File: config.mk
export PLATFORM = sky130hd
export DESIGN_NAME = rrsx_exec
export DESIGN_NICKNAME = d
export VERILOG_FILES = /design/src/core/rrsx_pkg.sv /design/src/core/rrsx_mem.sv /design/src/core/rrsx_exec.sv
export SDC_FILE = /design/constraint.sdc
export NUM_CORES = 1
export LEC_CHECK = 0
export ABC_AREA = 1
export BUFFER_PORTS_ARGS = -buffer_cell sky130_fd_sc_hd__buf_4
export CAP_MARGIN = 20
export CORE_MARGIN = 8
export CORE_UTILIZATION = 43
export CTS_CLUSTER_DIAMETER = 50
export CTS_CLUSTER_SIZE = 30
export DETAILED_ROUTE_END_ITERATION = 16
export GPL_ROUTABILITY_DRIVEN = 0
export PLACE_DENSITY = 0.63
export SLEW_MARGIN = 30
export SYNTH_ARGS = -nofsm -noshare
export SYNTH_HDL_FRONTEND = slang
export SYNTH_HIERARCHICAL = 1
export SYNTH_SLANG_ARGS = --single-unit
File: constraint.sdc
create_clock -name core_clk -period 3.1 [get_ports core_clk]
set_input_delay 0.31 -clock core_clk [delete_from_list [all_inputs] [get_ports core_clk]]
set_output_delay 0.31 -clock core_clk [all_outputs]
set_load 0.005 [all_outputs]
File: src/core/rrsx_pkg.sv
package rrsx_pkg;

	localparam int RRSX_PC_WIDTH = 15;
	localparam int RRSX_STACK_DEPTH = 16;
	localparam int RRSX_FILE_DEPTH = 128;
	localparam int RRSX_PRESCALE_WIDTH = 8;

	// register port offsets
	localparam logic [3:0] RRSX_REG_WORK = 4'h0;
	localparam logic [3:0] RRSX_REG_STATUS = 4'h1;
	localparam logic [3:0] RRSX_REG_PC_LO = 4'h2;
	localparam logic [3:0] RRSX_REG_PC_HI = 4'h3;
	localparam logic [3:0] RRSX_REG_WATCHDOG = 4'h4;
	localparam logic [3:0] RRSX_REG_CTRL = 4'h5;
	localparam logic [3:0] RRSX_REG_STACK = 4'h6;

	// status and control field positions
	localparam int RRSX_ST_CARRY = 0;
	localparam int RRSX_ST_POWER_DOWN = 1;
	localparam int RRSX_ST_TIMEOUT = 2;
	localparam int RRSX_ST_INT_EN = 3;
	localparam int RRSX_CTRL_SLEEP = 0;

	// values after reset
	localparam logic [7:0] RRSX_RST_WORK = 8'h00;
	localparam logic RRSX_RST_CARRY = 1'b0;
	localparam logic RRSX_RST_FLAG = 1'b1;
	localparam logic RRSX_RST_INT_EN = 1'b0;
	localparam logic [7:0] RRSX_WATCHDOG_CLEAR = 8'h00;

	// opcode field instr[13:8]
	localparam logic [5:0] RRSX_OPC_RET_LIT = 6'h01;
	localparam logic [5:0] RRSX_OPC_RET = 6'h02;
	localparam logic [5:0] RRSX_OPC_IRET = 6'h03;
	localparam logic [5:0] RRSX_OPC_ROT_L = 6'h04;
	localparam logic [5:0] RRSX_OPC_ROT_R = 6'h05;
	localparam logic [5:0] RRSX_OPC_SLEEP = 6'h06;

	typedef enum logic [2:0] {
		OP_NONE, OP_RET_LIT, OP_RET, OP_IRET, OP_ROT_L, OP_ROT_R, OP_SLEEP
	} rrsx_op_e;

	typedef struct packed {
		rrsx_op_e op;
		logic dest;
		logic [6:0] faddr;
		logic [7:0] lit;
	} rrsx_instr_s;

	typedef struct packed {
		logic wr;
		logic rd;
		logic [3:0] addr;
		logic [7:0] wdata;
	} rrsx_bus_s;

	function automatic rrsx_instr_s rrsx_decode(input logic [13:0] word);
		rrsx_instr_s d;
		d.dest = word[7];
		d.faddr = word[6:0];
		d.lit = word[7:0];
		case (word[13:8])
			RRSX_OPC_RET_LIT: d.op = OP_RET_LIT;
			RRSX_OPC_RET: d.op = OP_RET;
			RRSX_OPC_IRET: d.op = OP_IRET;
			RRSX_OPC_ROT_L: d.op = OP_ROT_L;
			RRSX_OPC_ROT_R: d.op = OP_ROT_R;
			RRSX_OPC_SLEEP: d.op = OP_SLEEP;
			default: d.op = OP_NONE;
		endcase
		return d;
	endfunction : rrsx_decode

	function automatic logic rrsx_is_return(input rrsx_op_e op);
		return (op == OP_RET_LIT) || (op == OP_RET) || (op == OP_IRET);
	endfunction : rrsx_is_return

endpackage : rrsx_pkg

File: src/core/rrsx_mem.sv
`timescale 1ns/10ps
module rrsx_mem #(
	parameter int WIDTH = 8,
	parameter int DEPTH = 128
) (
	input wire logic core_clk,
	input wire logic reset_n,
	input wire logic wr_en,
	input wire logic [$clog2(DEPTH)-1:0] wr_addr,
	input wire logic [WIDTH-1:0] wr_data,
	input wire logic [$clog2(DEPTH)-1:0] rd_addr,
	output logic [WIDTH-1:0] rd_data
);

	logic [WIDTH-1:0] mem [DEPTH];

	// array has no reset so it maps onto plain ram
	always_ff @(posedge core_clk) begin
		if (wr_en) begin
			mem[wr_addr] <= wr_data;
		end
	end

	always_ff @(posedge core_clk or negedge reset_n) begin
		if (!reset_n) begin
			rd_data <= '0;
		end else begin
			rd_data <= mem[rd_addr];
		end
	end

endmodule : rrsx_mem

File: src/core/rrsx_exec.sv
`timescale 1ns/10ps
module rrsx_exec
	import rrsx_pkg::*;
#(
	parameter int PC_WIDTH = RRSX_PC_WIDTH,
	parameter int STACK_DEPTH = RRSX_STACK_DEPTH,
	parameter int PRESCALE_WIDTH = RRSX_PRESCALE_WIDTH
) (
	input wire logic core_clk,
	input wire logic reset_n,
	input wire logic instr_valid,
	input wire logic [13:0] instr,
	input wire logic push_valid,
	input wire logic [PC_WIDTH-1:0] push_addr,
	input wire rrsx_bus_s bus_req,
	output logic [7:0] bus_rdata,
	output logic busy,
	output logic done,
	output logic [PC_WIDTH-1:0] pc,
	output logic [7:0] w_reg,
	output logic carry,
	output logic timeout_flag,
	output logic power_down_flag,
	output logic global_interrupt_enable,
	output logic [7:0] watchdog_counter,
	output logic sleeping
);

	localparam int SPW = $clog2(STACK_DEPTH);
	localparam int FAW = $clog2(RRSX_FILE_DEPTH);

	typedef enum logic [1:0] {ST_IDLE, ST_EXEC, ST_FLUSH} rrsx_state_e;

	rrsx_state_e state;
	rrsx_instr_s dec, cur;
	logic take, push_ok, finishing, ret_start;
	logic [SPW-1:0] sp, top_addr;
	logic [PC_WIDTH-1:0] top_of_stack_entry;
	logic [7:0] file_rdata, rot_res;
	logic rot_carry, file_wr, exec_sleep, exec_rot;
	logic [PRESCALE_WIDTH-1:0] watchdog_prescale;

	assign dec = rrsx_decode(instr);
	assign take = instr_valid && (state == ST_IDLE) && !sleeping && (dec.op != OP_NONE);
	// a push in the issue cycle would move the top that the pop reads
	assign push_ok = push_valid && (state == ST_IDLE) && !take;
	assign top_addr = sp - 1'b1;
	assign finishing = ((state == ST_EXEC) && !rrsx_is_return(cur.op)) || (state == ST_FLUSH);
	assign exec_sleep = (state == ST_EXEC) && (cur.op == OP_SLEEP);
	assign exec_rot = (state == ST_EXEC) && ((cur.op == OP_ROT_L) || (cur.op == OP_ROT_R));

	always_comb begin
		if (cur.op == OP_ROT_L) begin
			rot_res = {file_rdata[6:0], carry};
			rot_carry = file_rdata[7];
		end else begin
			rot_res = {carry, file_rdata[7:1]};
			rot_carry = file_rdata[0];
		end
	end

	assign file_wr = exec_rot && cur.dest;

	rrsx_mem #(
		.WIDTH(8),
		.DEPTH(RRSX_FILE_DEPTH)
	) u_file (
		.core_clk(core_clk),
		.reset_n(reset_n),
		.wr_en(file_wr),
		.wr_addr(cur.faddr[FAW-1:0]),
		.wr_data(rot_res),
		.rd_addr(dec.faddr[FAW-1:0]),
		.rd_data(file_rdata)
	);

	rrsx_mem #(
		.WIDTH(PC_WIDTH),
		.DEPTH(STACK_DEPTH)
	) u_stack (
		.core_clk(core_clk),
		.reset_n(reset_n),
		.wr_en(push_ok),
		.wr_addr(sp),
		.wr_data(push_addr),
		.rd_addr(top_addr),
		.rd_data(top_of_stack_entry)
	);

	always_ff @(posedge core_clk or negedge reset_n) begin
		if (!reset_n) begin
			state <= ST_IDLE;
			cur <= '0;
		end else begin
			case (state)
				ST_IDLE: begin
					if (take) begin
						state <= ST_EXEC;
						cur <= dec;
					end
				end
				ST_EXEC: begin
					// returns spend a second cycle refetching at the new pc
					state <= rrsx_is_return(cur.op) ? ST_FLUSH : ST_IDLE;
				end
				ST_FLUSH: state <= ST_IDLE;
				default: state <= ST_IDLE;
			endcase
		end
	end

	always_ff @(posedge core_clk or negedge reset_n) begin
		if (!reset_n) begin
			busy <= 1'b0;
			done <= 1'b0;
		end else begin
			busy <= take || (busy && !finishing);
			done <= finishing;
		end
	end

	// stack pointer wraps; depth checking is left to the rest of the core
	always_ff @(posedge core_clk or negedge reset_n) begin
		if (!reset_n) begin
			sp <= '0;
		end else if ((state == ST_EXEC) && rrsx_is_return(cur.op)) begin
			sp <= sp - 1'b1;
		end else if (push_ok) begin
			sp <= sp + 1'b1;
		end
	end

	always_ff @(posedge core_clk or negedge reset_n) begin
		if (!reset_n) begin
			pc <= '0;
		end else if ((state == ST_EXEC) && rrsx_is_return(cur.op)) begin
			pc <= top_of_stack_entry;
		end
	end

	// hardware result wins over a software write in the same cycle
	always_ff @(posedge core_clk or negedge reset_n) begin
		if (!reset_n) begin
			w_reg <= RRSX_RST_WORK;
		end else if ((state == ST_EXEC) && (cur.op == OP_RET_LIT)) begin
			w_reg <= cur.lit;
		end else if (exec_rot && !cur.dest) begin
			w_reg <= rot_res;
		end else if (bus_req.wr && (bus_req.addr == RRSX_REG_WORK)) begin
			w_reg <= bus_req.wdata;
		end
	end

	always_ff @(posedge core_clk or negedge reset_n) begin
		if (!reset_n) begin
			carry <= RRSX_RST_CARRY;
		end else if (exec_rot) begin
			carry <= rot_carry;
		end else if (bus_req.wr && (bus_req.addr == RRSX_REG_STATUS)) begin
			carry <= bus_req.wdata[RRSX_ST_CARRY];
		end
	end

	always_ff @(posedge core_clk or negedge reset_n) begin
		if (!reset_n) begin
			global_interrupt_enable <= RRSX_RST_INT_EN;
		end else if ((state == ST_EXEC) && (cur.op == OP_IRET)) begin
			global_interrupt_enable <= 1'b1;
		end else if (bus_req.wr && (bus_req.addr == RRSX_REG_STATUS)) begin
			global_interrupt_enable <= bus_req.wdata[RRSX_ST_INT_EN];
		end
	end

	// flags are read-only to software, only sleep moves them here
	always_ff @(posedge core_clk or negedge reset_n) begin
		if (!reset_n) begin
			timeout_flag <= RRSX_RST_FLAG;
			power_down_flag <= RRSX_RST_FLAG;
		end else if (exec_sleep) begin
			timeout_flag <= 1'b1;
			power_down_flag <= 1'b0;
		end
	end

	always_ff @(posedge core_clk or negedge reset_n) begin
		if (!reset_n) begin
			sleeping <= 1'b0;
		end else if (exec_sleep) begin
			sleeping <= 1'b1;
		end else if (bus_req.wr && (bus_req.addr == RRSX_REG_CTRL) &&
				bus_req.wdata[RRSX_CTRL_SLEEP]) begin
			sleeping <= 1'b0;
		end
	end

	always_ff @(posedge core_clk or negedge reset_n) begin
		if (!reset_n) begin
			watchdog_prescale <= '0;
			watchdog_counter <= RRSX_WATCHDOG_CLEAR;
		end else if (exec_sleep) begin
			watchdog_prescale <= '0;
			watchdog_counter <= RRSX_WATCHDOG_CLEAR;
		end else begin
			watchdog_prescale <= watchdog_prescale + 1'b1;
			if (&watchdog_prescale) begin
				watchdog_counter <= watchdog_counter + 8'h01;
			end
		end
	end

	always_ff @(posedge core_clk or negedge reset_n) begin
		if (!reset_n) begin
			bus_rdata <= 8'h00;
		end else if (bus_req.rd) begin
			case (bus_req.addr)
				RRSX_REG_WORK: bus_rdata <= w_reg;
				RRSX_REG_STATUS: begin
					bus_rdata <= 8'h00;
					bus_rdata[RRSX_ST_CARRY] <= carry;
					bus_rdata[RRSX_ST_POWER_DOWN] <= power_down_flag;
					bus_rdata[RRSX_ST_TIMEOUT] <= timeout_flag;
					bus_rdata[RRSX_ST_INT_EN] <= global_interrupt_enable;
				end
				RRSX_REG_PC_LO: bus_rdata <= pc[7:0];
				RRSX_REG_PC_HI: bus_rdata <= 8'(pc >> 8);
				RRSX_REG_WATCHDOG: bus_rdata <= watchdog_counter;
				RRSX_REG_CTRL: bus_rdata <= {7'h00, sleeping};
				RRSX_REG_STACK: bus_rdata <= 8'(sp);
				default: bus_rdata <= 8'h00;
			endcase
		end else begin
			bus_rdata <= 8'h00;
		end
	end

	assign ret_start = take && rrsx_is_return(dec.op);
	AST_RETLIT_W: assert property (@(posedge core_clk) disable iff (!reset_n)
		(state == ST_EXEC) && (cur.op == OP_RET_LIT) |=> w_reg == $past(cur.lit))
		else $error("literal return did not load W");
	AST_RET_FLAGS: assert property (@(posedge core_clk) disable iff (!reset_n)
		(state == ST_EXEC) && (cur.op == OP_RET_LIT) && !bus_req.wr
		|=> $stable(carry) && $stable(timeout_flag) && $stable(power_down_flag))
		else $error("literal return changed a status flag");
	AST_RET_TIMING: assert property (@(posedge core_clk) disable iff (!reset_n)
		ret_start |=> busy && !done ##1 busy && !done ##1 done && !busy)
		else $error("return did not take two execute cycles");
	AST_RET_PC: assert property (@(posedge core_clk) disable iff (!reset_n)
		(state == ST_EXEC) && rrsx_is_return(cur.op)
		|=> (pc == $past(top_of_stack_entry)) && (sp == $past(top_addr)))
		else $error("return did not pop the stack into pc");
	AST_ROT_L: assert property (@(posedge core_clk) disable iff (!reset_n)
		exec_rot && (cur.op == OP_ROT_L) |=> carry == $past(file_rdata[7]))
		else $error("left rotate carry wrong");
	AST_ROT_W: assert property (@(posedge core_clk) disable iff (!reset_n)
		exec_rot && !cur.dest |=> w_reg == (($past(cur.op) == OP_ROT_L) ?
		{$past(file_rdata[6:0]), $past(carry)} : {$past(carry), $past(file_rdata[7:1])}))
		else $error("rotate result missing from W");
	AST_ROT_R: assert property (@(posedge core_clk) disable iff (!reset_n)
		exec_rot && (cur.op == OP_ROT_R)
		|=> (carry == $past(file_rdata[0])) && (w_reg[7] == $past(carry) || $past(cur.dest)))
		else $error("right rotate wrong");
	AST_SLEEP_FLAGS: assert property (@(posedge core_clk) disable iff (!reset_n)
		exec_sleep && !bus_req.wr |=> timeout_flag && !power_down_flag && $stable(carry)
		&& $stable(global_interrupt_enable))
		else $error("sleep status flags wrong");
	AST_SLEEP_WATCHDOG: assert property (@(posedge core_clk) disable iff (!reset_n)
		exec_sleep |=> (watchdog_counter == 8'h00) && (watchdog_prescale == '0) && sleeping)
		else $error("sleep did not clear the watchdog");
	AST_IRET_INT_EN: assert property (@(posedge core_clk) disable iff (!reset_n)
		(state == ST_EXEC) && (cur.op == OP_IRET) |=> global_interrupt_enable ##1 done)
		else $error("interrupt return did not enable interrupts");
	COV_RETLIT: cover property (@(posedge core_clk) disable iff (!reset_n)
		take && (dec.op == OP_RET_LIT) ##3 done);
	COV_ROT_FILE: cover property (@(posedge core_clk) disable iff (!reset_n)
		file_wr);
	COV_SLEEP: cover property (@(posedge core_clk) disable iff (!reset_n)
		exec_sleep ##1 sleeping);
	COV_IRET: cover property (@(posedge core_clk) disable iff (!reset_n)
		(state == ST_EXEC) && (cur.op == OP_IRET));

endmodule : rrsx_exec

==> flow_metrics.env, run 1 <==
export IMPL_outcome="complete, no violations"
export IMPL_timing_final_crit_share=0.857
export IMPL_grt_pass1_wl_um=225000
export IMPL_crit_path_start_kind="input port"
export IMPL_synth_area_leaders="edfxtp_1, nand2_1, nand3_1, dfrtp_1, inv_1"
export IMPL_worst_r2r_endpoint="u_file/mem[111][2]"
export IMPL_powerDensity_nw_per_um2=670
export IMPL_pre_cts_ws_ns=0.537
export IMPL_holdCritPathClass="in2reg"
export IMPL_yosysUniqueCellTypes=38
export IMPL_multi_input_area_um2=13900
export IMPL_maxCapViolCount=0
export IMPL_drt_first_pass_iters=6
export IMPL_slew_viol_final=0
export IMPL_cp_top_family="simple AND/OR/NAND/NOR gates"
export IMPL_ant_nets=0
export IMPL_min_from="bus_req[13]"
export IMPL_hpwlAfterDp_um=88900
export IMPL_num_rows=133
export IMPL_worstSetupPathType="in2reg"
export IMPL_rr_worst_depth=7
export IMPL_cts_sink_count=1357
export IMPL_max_stage_delay_ns=0.71
export IMPL_top_regs="u_file/mem (1024), u_stack/mem (240)"
export IMPL_nets=5339
export IMPL_cts_tree="built"
export IMPL_viasPerCell=5.35
export IMPL_seq_area_frac_synth=0.709
export IMPL_drt_iter0_markers=4268
export IMPL_regMostFlops="u_file/mem"
export IMPL_cts_root_buffer="clkbuf_16"
export IMPL_synth_avg_cell_area_um2=11.2
export IMPL_regArea_um2=40300
export IMPL_worstPathCellList="dlygate4sd3_1 > buf_4 > nor2_1 > dlygate4sd3_1 > nand3_1 > nand2_1 > nand2_4 > nand2_2 > inv_1 > nand3_1 > nor2_2"
export IMPL_setup_slack_ns=0.443
export IMPL_arrival_ns=3.06
export IMPL_crit_buf_inv=4
export IMPL_clk_latency_ns=0.77
export IMPL_grt_pass1_vias=36400
export IMPL_die_h_um=379
export IMPL_areaGrowthSynthToFinish_pct=14.0
export IMPL_antenna_found_initial=6
export IMPL_pin_count=93
export IMPL_coreArea_um2=131000
export IMPL_yosysMostFrequentCell="nand2_1"
export IMPL_ctsLongestPathBuffers=3
export IMPL_cts_buffers=118
export IMPL_die_w_um=379
export IMPL_holdPathStages=4
export IMPL_reg2reg_from="state[1]"
export IMPL_drc=0
export IMPL_async_flop_share=0.0685
export IMPL_wl_per_cell_um=20.8
export IMPL_ys_seq_elements=1357
export IMPL_start_util=0.433
export IMPL_post_route_min_period_ns=2.66
export IMPL_synth_area_um2=56800
export IMPL_skew_ns=0.0722
export IMPL_post_cts_buffers=0
export IMPL_synthesis_nets=5144
export IMPL_worst_path_max_delay_cell="nor2_2"
export IMPL_fmax_mhz=376
export IMPL_synth_warnings=6
export IMPL_num_vias=38300
export IMPL_cts_resized=0
export IMPL_final_fill_count=11400
export IMPL_synthFlopType="edfxtp_1"
export IMPL_wl_um=149000
export IMPL_portBuffers=91
export IMPL_htreeDepth=3
export IMPL_hold_viol_final=0
export IMPL_slew_limit_headroom=0.398
export IMPL_synth_top_area_share=0.668
export IMPL_endpoint_kind="register"
export IMPL_rsz0062_at_grt="false"
export IMPL_cts_hold_buffers=44
export IMPL_cp_endpoint="u_stack/mem[13][13]"
export IMPL_grt_max_degree=175
export IMPL_regToRegSetupSlack_ns=0.49
export IMPL_ir_drop_mv=0.637
export IMPL_largest_register_ffs=1024
export IMPL_cp_max_fo=15
export IMPL_path_depth=11
export IMPL_dieArea_um2=144000
export IMPL_required_ns=3.51
export IMPL_ys_top_cells_by_count="nand2_1, edfxtp_1, nand3_1, inv_1, nor2_1"
export IMPL_synth_edff_count=1264
export IMPL_grt_remaining_overflow=0
export IMPL_startpoint="instr[11]"
export IMPL_synth_top_cell_by_area="edfxtp_1"
export IMPL_setup_tns_final_ns=0
export IMPL_worstMarginPinSlew_ns=0.899
export IMPL_drive_gt1_frac=0.108
export IMPL_setup_viol=0
export IMPL_clk_pin_slew_worst_paths_ns=0.07
export IMPL_postSynthCellCount=5093
export IMPL_grtUsageTotal=0.203
export IMPL_p_leak_nw=24.7
worst min-delay path: cells and delay by family:
kind	cells	cell delay [ns]
buf+inv	1	0.12
simple gates	3	0.35
how the worst min path moves through the flow:
stage | endpoint | slack [ns]
floorplan | bus_rdata[0] | 0.01
global placement | pc[0] | 0.43
detailed placement | pc[0] | 0.43
CTS | w_reg[0] | 0.006
global route | w_reg[7] | 0.06
finish | w_reg[0] | 0.07
cell usage in the layout (no fill, tap or decap), types with 12 or more instances in the layout:
cell           count
nand3_1         1177
nor2_1           173
clkbuf_1          12
nor3_1            16
edfxtp_1        1264
nand4_1           15
dfrtp_1           92
inv_1            245
clkinv_4          14
dlygate4sd3_1     44
buf_4            287
clkbuf_16        118
clkinv_2          12
inv_6             25
o21ai_0           22
nor2_2            18
nand2_1         1715
buf_12            35
through the flow:
| step | hold slack (ns) | area (um2) | power [mW] | utilization | instances |
|---|---|---|---|---|---|
| finish | 0.0747 | 64700 | 43.4 | 0.493 | 7152 |
| global route | 0.0650 | 64700 | 44.9 | 0.493 | 7150 |
| CTS | 0.00622 | 64700 | 43.7 | 0.493 | 7148 |
| detailed placement | 0.431 | 60200 | 28.4 | 0.459 | 6879 |
| global placement | 0.428 | 60200 | 28.3 | 0.459 | 6879 |
| floorplan | 0.0144 | 56800 | 25.5 | - | 5093 |
power breakdown:
part	switching (mW)	leakage (nW)	internal (mW)
registers	0.459	12.6	21.0
logic	4.71	10.2	1.92
clock network	7.25	1.96	8.05
kinds of logic (layout without fill, tap and decap cells):
| family | after synthesis | in the layout | share of synthesized area |
|---|---|---|---|
| AO/OA/AOI/OAI | 35 | 35 | 0.00335 |
| AND/OR/NAND/NOR | 3140 | 3140 | 0.236 |
| other | 1 | 5 | 0.0000660 |
| adder cells (fa/ha/maj) | 4 | 4 | 0.000881 |
| buffers and inverters | 549 | 849 | 0.0490 |
| XOR/XNOR | 7 | 7 | 0.00108 |
| flip-flops | 1357 | 1357 | 0.709 |
area by class of cell:
cell class	instances	area share
clock buffers	131	0.0465
repair buffers	368	0.0514
flip-flops and latches	1357	0.622
inverters	256	0.0153
well taps	1755	0.0339
clock inverters	94	0.0164
multi-input cells	3187	0.214
diodes	4	0.000155
metal layers:
layer,routed length (um),global-route usage,up-vias
met5,13,0,-
met2,70500,0.326,1492
met3,11700,0.0340,256
met4,4240,0.0604,2
met1,62400,0.285,18600
li1,-,-,17900
Power figures use the tool's default switching activity.
==> run 2: changes to the inputs <==
- CTS_BUF_LIST: not set -> sky130_fd_sc_hd__clkbuf_8
==> run 2 against run 1 <==
  * Wire length barely moved
  * Highest routed layer is now met4
  * Final cell count rose by 0.28%
  * Count of clock-buffer cells in the layout fell by 12
  * First-iteration DRC count rose by 1.7%
  * Utilization fell by 0.91 points
  * Die area did not move
  * Maximum frequency fell by 11%
  * Critical path type unchanged
  * Non-clock buffer count rose by 18
  * Clock power fell by 25%
==> flow_metrics.env, run 2 (synthesis results as in run 1) <==
export IMPL_num_vias=38300
export IMPL_drc=0
export IMPL_htreeDepth=3
export IMPL_crit_path_start_kind="input port"
export IMPL_cpMostUsedCell="dlygate4sd3_1"
export IMPL_rsz0062_at_grt="false"
export IMPL_wl_um=149000
export IMPL_worst_r2r_endpoint="w_reg[4]"
export IMPL_largest_register_ffs=1024
export IMPL_final_cell_mix="nand2_1, edfxtp_1, nand3_1, buf_4, inv_1"
export IMPL_die_w_um=379
export IMPL_worstSetupPathType="in2reg"
export IMPL_stdcell_count=7172
export IMPL_areaGrowthSynthToFinish_pct=11.9
export IMPL_cts_sink_count=1357
export IMPL_drt_iter0_markers=4340
export IMPL_slew_limit_headroom=0.389
export IMPL_rr_worst_depth=10
export IMPL_slew_viol_final=0
export IMPL_crit_buf_inv=7
export IMPL_grt_pass1_vias=36400
export IMPL_worstPathCellList="dlygate4sd3_1 > buf_4 > inv_1 > nor2_1 > dlygate4sd3_1 > nand3_1 > dlygate4sd3_1 > nand2_1 > nand2_4 > nand2_2 > inv_1 > nand3_1 > nor2_2 > buf_4"
export IMPL_cts_root_buffer="clkbuf_8"
export IMPL_dpl_cell_count=6879
export IMPL_fmax_mhz=334
export IMPL_p_leak_nw=24.2
export IMPL_skew_ns=0.0838
export IMPL_grtUsageTotal=0.203
export IMPL_setup_viol=0
export IMPL_powerDensity_nw_per_um2=621
export IMPL_hold_viol_final=0
export IMPL_drt_first_pass_iters=6
export IMPL_maxCapViolCount=0
export IMPL_grt_max_degree=175
export IMPL_ctsLongestPathBuffers=3
export IMPL_die_h_um=379
export IMPL_coreArea_um2=131000
export IMPL_portBuffers=91
export IMPL_cp_endpoint="u_stack/mem[14][5]"
export IMPL_holdCritPathClass="in2async"
export IMPL_dieArea_um2=144000
export IMPL_pin_count=93
export IMPL_path_depth=14
export IMPL_cts_buffers=118
export IMPL_cp_max_fo=11
export IMPL_holdWs_ns=0.0886
export IMPL_max_stage_delay_ns=0.57
export IMPL_final_fill_count=11600
export IMPL_top_regs="u_file/mem (1024), u_stack/mem (240)"
export IMPL_layout_core_utilization=0.484
export IMPL_final_common_cell="nand2_1"
export IMPL_nets=5357
export IMPL_setup_tns_final_ns=0
export IMPL_wl_per_cell_um=20.7
export IMPL_regMostFlops="u_file/mem"
export IMPL_post_route_min_period_ns=3.00
export IMPL_antenna_found_initial=8
export IMPL_grt_remaining_overflow=0
export IMPL_regToRegSetupSlack_ns=0.30
export IMPL_required_ns=3.68
export IMPL_num_rows=133
export IMPL_worst_path_max_delay_cell="dlygate4sd3_1"
export IMPL_ir_drop_mv=0.545
export IMPL_outcome="complete, no violations"
export IMPL_hpwlAfterDp_um=88900
export IMPL_drive_gt1_frac=0.107
export IMPL_reg2reg_from="cur[17]"
export IMPL_endpoint_kind="register"
export IMPL_cp_top_family="buffers and inverters"
export IMPL_cts_tree="built"
export IMPL_grt_pass1_wl_um=226000
export IMPL_arrival_ns=3.58
export IMPL_worstMarginPinSlew_ns=0.914
export IMPL_clk_pin_slew_worst_paths_ns=0.09
export IMPL_ant_nets=0
export IMPL_start_util=0.433
export IMPL_viasPerCell=5.34
export IMPL_timing_final_crit_share=0.967
export IMPL_startpoint="instr[10]"
export IMPL_clk_latency_ns=0.88
[run 2: cell types whose count changed in the layout (fill, tap and decap cells not counted), sizes merged]
cell	delta
clkbuf	-12
clkinv	-1
clkinvlp	+3
diode	+2
dlygate4sd3	+18
inv	+10
[run 2: report_power, final]
part           switching, mW  total (mW)  internal [mW]
Combinational           4.72        6.67           1.95
Sequential             0.461        21.5           21.0
Clock                   6.66        11.4           4.69
Total                   11.8        39.5           27.6
[run 2: worst min path at each step]
stage | end | slack [ns] | cells past startpoint
after floorplan | bus_rdata[0] | 0.01 | 0
after global placement | pc[0] | 0.43 | 2
after detailed placement | pc[0] | 0.43 | 2
after CTS | u_stack/rd_data[11] | 0.03 | 2
after global routing | u_stack/rd_data[11] | 0.09 | 2
final | watchdog_counter[5] | 0.09 | 2
[run 2: metal layers]
layer | routed length (um) | GRT usage | vias to the layer above
li1 | - | - | 17900
met4 | 3760 | 0.0538 | 0
met2 | 71000 | 0.329 | 1470
met3 | 11300 | 0.0341 | 232
met1 | 62600 | 0.284 | 18700
met5 | 0 | 0 | -
[run 2: timing repair]
item / in CTS / in global routing
hold buffers: 62 / 0
endpoints found under the hold margin: 340 / 0
setup buffers: 0 / 0
setup endpoints to repair: 0 / 15
resized for setup: 0 / 1
[run 2: through the flow]
step	total power, mW	cell area (um2)	setup slack [ns]
4_1_cts	39.7	63500	0.121
3_5_place_dp	28.4	60200	0.537
3_3_place_gp	28.3	60200	0.569
2_1_floorplan	25.5	56800	0.216
6_report	39.5	63500	0.102
5_1_grt	41.0	63500	0.0225
[run 2: worst register-to-register path, delay by kind of cell, from the launching register on]
family / cells / cell delay (ns)
simple gates: 8 / 1.47
flops: 1 / 0.43
buf+inv: 2 / 0.78
[run 2: final cells by class]
| class | count | area, um2 | area share |
|---|---|---|---|
| timing repair buffer | 386 | 3500 | 0.0552 |
| clock inverter | 106 | 1050 | 0.0165 |
| inverter | 256 | 991 | 0.0156 |
| antenna | 6 | 15.0 | 0.000236 |
| clock buffer | 119 | 1640 | 0.0258 |
| multi-input combinational | 3187 | 13900 | 0.218 |
| tap | 1755 | 2200 | 0.0346 |
| sequential | 1357 | 40300 | 0.634 |
